[src/rtl/ewc_pkg.sv]
/*
  Package for the expanded-bank configuration registers: offsets, field positions,
  reset values and shared types.
  Assumes an 8-bit register word on a 32-bit Avalon-MM slave, index times four.
*/
package ewc_pkg;

  // ----------------------------------------------------------------
  // Register indices and address width
  // ----------------------------------------------------------------
  localparam logic [3:0] IDX_PORT_DRIVE_CONFIG = 4'h0;
  localparam logic [3:0] IDX_STOP_RECOVERY_ONE = 4'hB;
  localparam logic [3:0] IDX_STOP_RECOVERY_TWO = 4'hD;
  localparam logic [3:0] IDX_WATCHDOG_MODE     = 4'hF;
  localparam int         ADDR_W                = 6;

  // ----------------------------------------------------------------
  // Reset values and the watchdog mode write mask
  // ----------------------------------------------------------------
  localparam logic [7:0] RST_PORT_DRIVE_CONFIG = 8'hFE;
  localparam logic [7:0] RST_STOP_RECOVERY_ONE = 8'h20;
  localparam logic [7:0] RST_STOP_RECOVERY_TWO = 8'h00;
  localparam logic [7:0] RST_WATCHDOG_MODE     = 8'h0D;
  localparam logic [7:0] WDM_WRITE_MASK        = 8'h1F;

  // ----------------------------------------------------------------
  // Field positions
  // ----------------------------------------------------------------
  localparam int BIT_OSC_DRIVE    = 7;
  localparam int BIT_PORT3_DRIVE  = 6;
  localparam int BIT_PORT2_DRIVE  = 5;
  localparam int BIT_RECOVER_FLAG = 7;
  localparam int BIT_WDT_XTAL     = 4;
  localparam int BIT_WDT_STOP     = 3;
  localparam int BIT_WDT_HALT     = 2;
  localparam int BIT_TAP_HI       = 1;

  // ----------------------------------------------------------------
  // Watchdog timeout in system clocks per tap code
  // ----------------------------------------------------------------
  localparam logic [11:0] TAP0_CLKS = 12'h080;
  localparam logic [11:0] TAP1_CLKS = 12'h100;
  localparam logic [11:0] TAP2_CLKS = 12'h200;
  localparam logic [11:0] TAP3_CLKS = 12'h800;

  // Drive selection presented to the pad ring
  typedef struct packed {
    logic oscStandard;
    logic port3Standard;
    logic port2Standard;
  } ewc_drive_t;

  // Watchdog configuration presented to the watchdog unit
  typedef struct packed {
    logic        clkFromXtal;
    logic        runInStop;
    logic        runInHalt;
    logic [1:0]  tap;
    logic [11:0] timeoutClks;
  } ewc_wdt_cfg_t;

endpackage

[src/rtl/ewc_config_regs.sv]
/*
  Expanded-bank configuration registers: port drive, two stop-recovery controls
  and watchdog mode, reached over Avalon-MM with waitrequest.
  Assumes one clock, synchronous active-high reset for power-on, and a one-cycle
  stop-recovery pulse from the wake-up logic.
*/
// The Avalon-MM register port was left to the implementer.
`timescale 1ns/100ps

module ewc_config_regs (
  input  wire logic                 clk,
  input  wire logic                 srst,
  input  wire logic                 stopRecovery,
  input  wire logic [5:0]           avsAddress,
  input  wire logic                 avsRead,
  input  wire logic                 avsWrite,
  input  wire logic [31:0]          avsWriteData,
  input  wire logic [3:0]           avsByteEnable,
  output logic      [31:0]          avsReadData,
  output logic                      avsWaitRequest,
  output ewc_pkg::ewc_drive_t       driveSel,
  output ewc_pkg::ewc_wdt_cfg_t     wdtCfg,
  output logic      [6:0]           recoveryCtrl,
  output logic      [1:0]           recoverySrc2
);

  // ----------------------------------------------------------------
  // Storage
  // ----------------------------------------------------------------
  logic [7:0]  pdc_r, pdc_nxt;                 // Port drive configuration
  logic [7:0]  sr1_r, sr1_nxt;                 // Recovery control one, flag in bit 7
  logic [7:0]  sr2_r, sr2_nxt;                 // Recovery control two
  logic [7:0]  wdm_r, wdm_nxt;                 // Watchdog mode
  logic [31:0] rdData_r, rdData_nxt;           // Registered read data
  logic        ack_r, ack_nxt;                 // Wait state done, access completes
  logic        wrHit;                          // Write completing this cycle
  logic        regAligned;                     // Word-aligned byte address
  logic        newRequest;                     // Request not yet acknowledged
  logic        pdcWrite;                       // Write strobe, port drive
  logic        sr1Write;                       // Write strobe, recovery one
  logic        sr2Write;                       // Write strobe, recovery two
  logic        wdmWrite;                       // Write strobe, watchdog mode
  logic [3:0]  regIdx;                         // Register index from address

  // Timeout lookup by tap code
  function automatic logic [11:0] tap_clks(input logic [1:0] tap);
    unique case (tap)
      2'b00: tap_clks = ewc_pkg::TAP0_CLKS;
      2'b01: tap_clks = ewc_pkg::TAP1_CLKS;
      2'b10: tap_clks = ewc_pkg::TAP2_CLKS;
      2'b11: tap_clks = ewc_pkg::TAP3_CLKS;
    endcase
  endfunction

  // Write strobe for one register index, only when the access completes
  function automatic logic write_to(input logic [3:0] idx, input logic [3:0] target, input logic hit);
    write_to = hit && (idx == target);
  endfunction

  // ----------------------------------------------------------------
  // Elaboration checks
  // ----------------------------------------------------------------
  // The address port carries a four-bit index above a two-bit byte offset
  if (ewc_pkg::ADDR_W != $bits(avsAddress)) begin : g_addr_w_check
    $error("register address width does not match the address port");
  end
  // The flag and the oscillator drive field must sit inside the register word
  if (ewc_pkg::BIT_RECOVER_FLAG >= $bits(sr1_r) || ewc_pkg::BIT_OSC_DRIVE >= $bits(pdc_r)) begin : g_field_check
    $error("field position outside the register word");
  end

  // ----------------------------------------------------------------
  // Bus handshake: one wait cycle, then the access completes
  // ----------------------------------------------------------------
  // Waitrequest stands for the first cycle of every access only
  assign regIdx         = avsAddress[5:2];
  assign regAligned     = (avsAddress[1:0] == 2'b00);
  assign newRequest     = (avsRead | avsWrite) & ~ack_r;
  assign avsWaitRequest = newRequest;
  assign wrHit          = avsWrite & ack_r & avsByteEnable[0] & regAligned;

  // Per-register write strobes; unmapped indices fall through
  assign pdcWrite       = write_to(regIdx, ewc_pkg::IDX_PORT_DRIVE_CONFIG, wrHit);
  assign sr1Write       = write_to(regIdx, ewc_pkg::IDX_STOP_RECOVERY_ONE, wrHit);
  assign sr2Write       = write_to(regIdx, ewc_pkg::IDX_STOP_RECOVERY_TWO, wrHit);
  assign wdmWrite       = write_to(regIdx, ewc_pkg::IDX_WATCHDOG_MODE, wrHit);

  // Acknowledge and read data: next values
  always_comb begin
    ack_nxt    = newRequest;
    rdData_nxt = rdData_r;
    // Only the flag reads back; write-only bits read as zero
    if (avsRead && !ack_r) begin
      rdData_nxt = 32'h0000_0000;
      if (regIdx == ewc_pkg::IDX_STOP_RECOVERY_ONE) begin
        rdData_nxt[ewc_pkg::BIT_RECOVER_FLAG] = sr1_r[ewc_pkg::BIT_RECOVER_FLAG];
      end
    end
  end

  // Acknowledge and read data: registers
  always_ff @(posedge clk) begin
    if (srst) begin
      rdData_r <= 32'h0000_0000;
      ack_r    <= 1'b0;
    end else begin
      rdData_r <= rdData_nxt;
      ack_r    <= ack_nxt;
    end
  end

  // ----------------------------------------------------------------
  // Port drive configuration
  // ----------------------------------------------------------------
  // Whole byte written; the low bits carry no drive function here
  always_comb begin
    pdc_nxt = pdc_r;
    if (pdcWrite) begin
      pdc_nxt = avsWriteData[7:0];
    end
  end

  // Port drive register, set to its reset value only by full reset
  always_ff @(posedge clk) begin
    if (srst) begin
      pdc_r <= ewc_pkg::RST_PORT_DRIVE_CONFIG;
    end else begin
      pdc_r <= pdc_nxt;
    end
  end

  // ----------------------------------------------------------------
  // Stop-recovery control one
  // ----------------------------------------------------------------
  // Software owns the low seven bits; the flag is never written by software
  always_comb begin
    sr1_nxt = sr1_r;
    if (sr1Write) begin
      sr1_nxt[6:0] = avsWriteData[6:0];
    end
    // Recovery touches only the flag, so a same-cycle write still lands below it
    if (stopRecovery) begin
      sr1_nxt[ewc_pkg::BIT_RECOVER_FLAG] = 1'b1;
    end
  end

  // Recovery control one; full reset is the only way to clear the flag
  always_ff @(posedge clk) begin
    if (srst) begin
      sr1_r <= ewc_pkg::RST_STOP_RECOVERY_ONE;
    end else begin
      sr1_r <= sr1_nxt;
    end
  end

  // ----------------------------------------------------------------
  // Stop-recovery control two and watchdog mode
  // ----------------------------------------------------------------
  // Neither register looks at the recovery pulse, so both survive it
  always_comb begin
    sr2_nxt = sr2_r;
    wdm_nxt = wdm_r;
    if (sr2Write) begin
      sr2_nxt = avsWriteData[7:0];
    end
    if (wdmWrite) begin
      wdm_nxt = avsWriteData[7:0] & ewc_pkg::WDM_WRITE_MASK;
    end
  end

  // Retained registers, set to their reset values only by full reset
  always_ff @(posedge clk) begin
    if (srst) begin
      sr2_r <= ewc_pkg::RST_STOP_RECOVERY_TWO;
      wdm_r <= ewc_pkg::RST_WATCHDOG_MODE;
    end else begin
      sr2_r <= sr2_nxt;
      wdm_r <= wdm_nxt;
    end
  end

  // ----------------------------------------------------------------
  // Outputs from registers
  // ----------------------------------------------------------------
  assign avsReadData                = rdData_r;
  assign driveSel.oscStandard       = pdc_r[ewc_pkg::BIT_OSC_DRIVE];
  assign driveSel.port3Standard     = pdc_r[ewc_pkg::BIT_PORT3_DRIVE];
  assign driveSel.port2Standard     = pdc_r[ewc_pkg::BIT_PORT2_DRIVE];
  assign wdtCfg.clkFromXtal         = wdm_r[ewc_pkg::BIT_WDT_XTAL];
  assign wdtCfg.runInStop           = wdm_r[ewc_pkg::BIT_WDT_STOP];
  assign wdtCfg.runInHalt           = wdm_r[ewc_pkg::BIT_WDT_HALT];
  assign wdtCfg.tap                 = wdm_r[ewc_pkg::BIT_TAP_HI:0];
  assign wdtCfg.timeoutClks         = tap_clks(wdm_r[ewc_pkg::BIT_TAP_HI:0]);
  assign recoveryCtrl               = sr1_r[6:0];
  assign recoverySrc2               = sr2_r[1:0];
endmodule // ewc_config_regs

[config.mk]
export PLATFORM = sky130hd
export DESIGN_NAME = ewc_config_regs
export DESIGN_NICKNAME = d
export VERILOG_FILES = /design/src/rtl/ewc_pkg.sv /design/src/rtl/ewc_config_regs.sv
export SDC_FILE = /design/constraint.sdc
export NUM_CORES = 1
export LEC_CHECK = 0
export ABC_AREA = 1
export BUFFER_PORTS_ARGS = -buffer_cell sky130_fd_sc_hd__buf_4
export CELL_PAD_IN_SITES_DETAIL_PLACEMENT = 0
export CELL_PAD_IN_SITES_GLOBAL_PLACEMENT = 1
export CORE_MARGIN = 5
export CORE_UTILIZATION = 25
export DETAILED_ROUTE_END_ITERATION = 6
export GPL_ROUTABILITY_DRIVEN = 0
export PLACE_DENSITY_LB_ADDON = 0.1
export RECOVER_POWER = 25
export SKIP_CTS_REPAIR_TIMING = 1
export SYNTH_ARGS = -nofsm -noshare
export SYNTH_HDL_FRONTEND = slang
export SYNTH_SLANG_ARGS = --single-unit
[constraint.sdc]
create_clock -name clk -period 1.2 [get_ports clk]
set_input_delay 0.3 -clock clk [delete_from_list [all_inputs] [get_ports clk]]
set_output_delay 0.3 -clock clk [all_outputs]
set_load 0.03 [all_outputs]
======== Yosys cells after proc, flatten, opt, wreduce, memory -nomap -nowiden ========
Cells that the tools add are included.
operators by class
  shift operators ......................... 0
  div/mod/pow operators ................... 0
  multiplexer cells ....................... 2
  add/sub/neg operators ................... 0
  order comparisons ....................... 0
  bitwise gates (word level) .............. 6
  multiply operators ...................... 0
  eq/ne operators ......................... 6
  reduce and logical (&&, ||, !) cells .... 9
operators by type and width
  operator                                             count
  one-hot mux 12 bit (4 select lines)                  1
  equality test 4 bit, second input constant           3
  logical AND 1 bit                                    5
  bitwise AND 1 bit                                    4
  equality test 2 bit, second input constant           2
  logical NOT 2 bit                                    2
  logical NOT 4 bit                                    1
  equality test 2 x 1 -> 1 bit, second input constant  1
  logical NOT 1 bit                                    1
  two-way mux 1 bit                                    1
  NOT 1 bit                                            1
  bitwise OR 1 bit                                     1
storage, ports and cells
  logic and storage cells ................. 30
  memories ................................ 0
  register bits after elaboration ......... 25
  memory bits (read-only) ................. 0
  input port bits ......................... 47
  output and inout port bits .............. 62
  latch bits .............................. 0
  RAM bits ................................ 0

======== Longest topological paths before layout ========
  depth in word-level cells ............... 4
  gate-level depth with buffers ........... 7
  depth with buffers taken out ............ 6

======== Least setup slack after synthesis ========
No wires, ideal clock.
  path kind ............................... register -> output
  start ................................... reg wdm_r[1]
  end ..................................... out wdtCfg[9] (netlist bit)
  slack ................................... -0.147 ns
  cell stages (with the launch flop) ...... 3
  required time ........................... 0.900 ns
  path buffers ............................ 0
  data arrival time ....................... 1.047 ns
  path through ............................ dfxtp_1 > inv_1 > nor2_1
RTL lines
  element                 RTL line                source
  from (decl)             ewc_config_regs.sv:33   logic [7:0] wdm_r, wdm_nxt;
  from (signal assigned)  ewc_config_regs.sv:175  wdm_r <= ewc_pkg::RST_WATCHDOG_MODE;
  from (signal assigned)  ewc_config_regs.sv:178  wdm_r <= wdm_nxt;
  to (decl)               ewc_config_regs.sv:22   output ewc_pkg::ewc_wdt_cfg_t wdtCfg,

==> results.sh <==
export IMPL_grt_pass1_wl_um=4730
export IMPL_crit_required_ns=0.90
export IMPL_insertion_delay_ns=0.26
export IMPL_rows=26
export IMPL_timing_final_crit_share=1.02
export IMPL_p_leak_nw=0.824
export IMPL_synth_area_top_cells="dfxtp_1 30%, buf_4 26%, nand3_1 9.1%"
export IMPL_synth_top_area_share=0.304
export IMPL_ys_ff_latch=20
export IMPL_antenna_left=0
export IMPL_synth_top_area_cell="dfxtp_1"
export IMPL_critPathKind="reg2out"
export IMPL_start_kind="register"
export IMPL_netlist_top_cells_count="46 x buf_4, 25 x nand2_1, 24 x nand3_1"
export IMPL_synth_seq_area_share=0.304
export IMPL_status="finished, violations left"
export IMPL_maxCapViolations=0
export IMPL_met1Wirelength_um=1240
export IMPL_port_buffers=42
export IMPL_multi_input_area_um2=613
export IMPL_synth_adder_area_share=0
export IMPL_synth_warnings=0
export IMPL_cp_arrival_ns=0.92
export IMPL_wirelength_um=3000
export IMPL_fmax_ghz=0.819
export IMPL_power_density_mw_per_mm2=960
export IMPL_cts_tree="built"
export IMPL_synth_top_family_by_area="buffers and inverters"
export IMPL_yosysMostFrequentCell="buf_4"
export IMPL_cts_root_buf="clkbuf_8"
export IMPL_synthArstFlopShare=0
export IMPL_cp_end_kind="output port"
export IMPL_vias_per_cell=3.69
export IMPL_wl_met3_um=306
export IMPL_synth_edf_count=0
export IMPL_wl_per_cell_um=10.6
export IMPL_violations="negative setup slack"
export IMPL_die_w_um=82.6
export IMPL_hpwl_um=2420
export IMPL_dieArea_mm2=0.00682
export IMPL_finalClockSkew_ns=0.00132
export IMPL_nets=262
export IMPL_avgSynthCellArea_um2=7.35
export IMPL_ys_types=19
export IMPL_first_global_vias=1029
export IMPL_worst_slack_ns=-0.0207
export IMPL_cts_buffers=3
export IMPL_synth_xor_area_frac=0
export IMPL_synth_cells=179
export IMPL_dieHeight_um=82.6
export IMPL_synth_compound_area_frac=0.0570
export IMPL_setup_viol=2
export IMPL_top_layer_used="met4"
export IMPL_min_period_ns=1.22
export IMPL_ctsHtreeMaxLevel=1
export IMPL_start_util=0.258
export IMPL_area_delta_synth_final_pct=19.2
export IMPL_ys_flop_type="dfxtp_1"
export IMPL_drt_iter0_markers=33
export IMPL_synth_mux_area_frac=0
export IMPL_drt_pass1_iterations=4
export IMPL_drive_gt1_frac=0.327
export IMPL_synthesis_area_mm2=0.00132
export IMPL_path_clk_slew_ns=0.08
export IMPL_max_vdd_ir_drop_mv=0.318
export IMPL_final_fill_count=598
export IMPL_finalMaxSlewViolations=0
export IMPL_grt_ovfl_total=0
export IMPL_grt_usage=0.0881
export IMPL_ioPinCount=109
export IMPL_yosys_area_share_simple=0.288
export IMPL_num_antenna_cells=0
export IMPL_min_path_type="in2reg"
export IMPL_hold_viol=0
export IMPL_clk_path_buf_depth=2
export IMPL_vias=1049
export IMPL_regArea_um2=409
export IMPL_coreArea_mm2=0.00511
export IMPL_grt_max_degree=31
export IMPL_rsz0062_at_grt="yes"
export IMPL_wl_met2_um=1420
export IMPL_final_setup_tns_ns=-0.0298
export IMPL_total_power_mw=1.51
export IMPL_critPathMaxFanout=6
export IMPL_drc_errors=0
export IMPL_antenna_found_initial=0
export IMPL_clock_sinks=20
placed cells by master, fill, tap and decap left out, drive strengths merged:
cell and instances:
clkbuf 11, conb 39, nand3 26, inv 17
a21oi 11, nor3 1, nor2 23, dfxtp 20
nand2 28, o21ai 1, buf 37
per-stage QoR:
stage           util  instance area [um2]  std cells  setup slack (ns)  hold slack [ns]
2_1_floorplan      -                 1470        217            0.0809            0.362
3_3_place_gp   0.298                 1520        281            0.0389            0.445
3_5_place_dp   0.298                 1520        281            0.0211            0.456
4_1_cts        0.309                 1580        285           -0.0981            0.208
5_1_grt        0.307                 1570        284           -0.0835            0.214
6_report       0.307                 1570        284           -0.0207            0.220
worst paths after layout:
path	startpoint	to	slack (ns)	cells past startpoint
max	wdm_r[1]	wdtCfg[9]	-0.02	3
min	srst	avsReadData[7]	0.22	2
max reg2reg	ack_r	sr1_r[1]	0.10	6
min reg2reg	pdc_r[5]	pdc_r[5]	0.47	2
worst max-delay path, stage by stage (launching register included):
cell and delay, ns:
dfxtp_4 0.39, inv_2 0.04, nor2_2 0.09, buf_6 0.14
cell type report:
cell class                      count  area share
Multi-Input combinational cell    129       0.391
Sequential cell                    20       0.261
Timing Repair Buffer               44       0.217
Tap cell                           70      0.0558
Inverter                           17      0.0407
Clock buffer                        4      0.0351
registers in the layout, summed over array words and instances, names as in the netlist:
| name | flops |
|---|---|
| ack_r | 1 |
| avsReadData | 1 |
| pdc_r | 3 |
| sr1_r | 8 |
| sr2_r | 2 |
| wdm_r | 5 |
cell families (layout without fill, tap and decap cells):
group,count (synthesis),after routing
AOI/OAI and AO/OA,12,12
buffers and inverters,68,65
DFF,20,20
other,1,39
and+or+nand+nor,78,78
power by group:
part	internal (mW)	switching, mW
logic	0.0689	0.244
registers	0.665	0.00715
clock network	0.292	0.229
total	1.03	0.480
routing by layer:
| metal | vias up | global-route usage |
|---|---|---|
| li1 | 543 | - |
| met4 | 0 | 0.0343 |
| met5 | - | 0 |
| met3 | 2 | 0.0217 |
| met2 | 44 | 0.147 |
| met1 | 460 | 0.109 |
No activity file was read; power rests on OpenSTA's default activity.
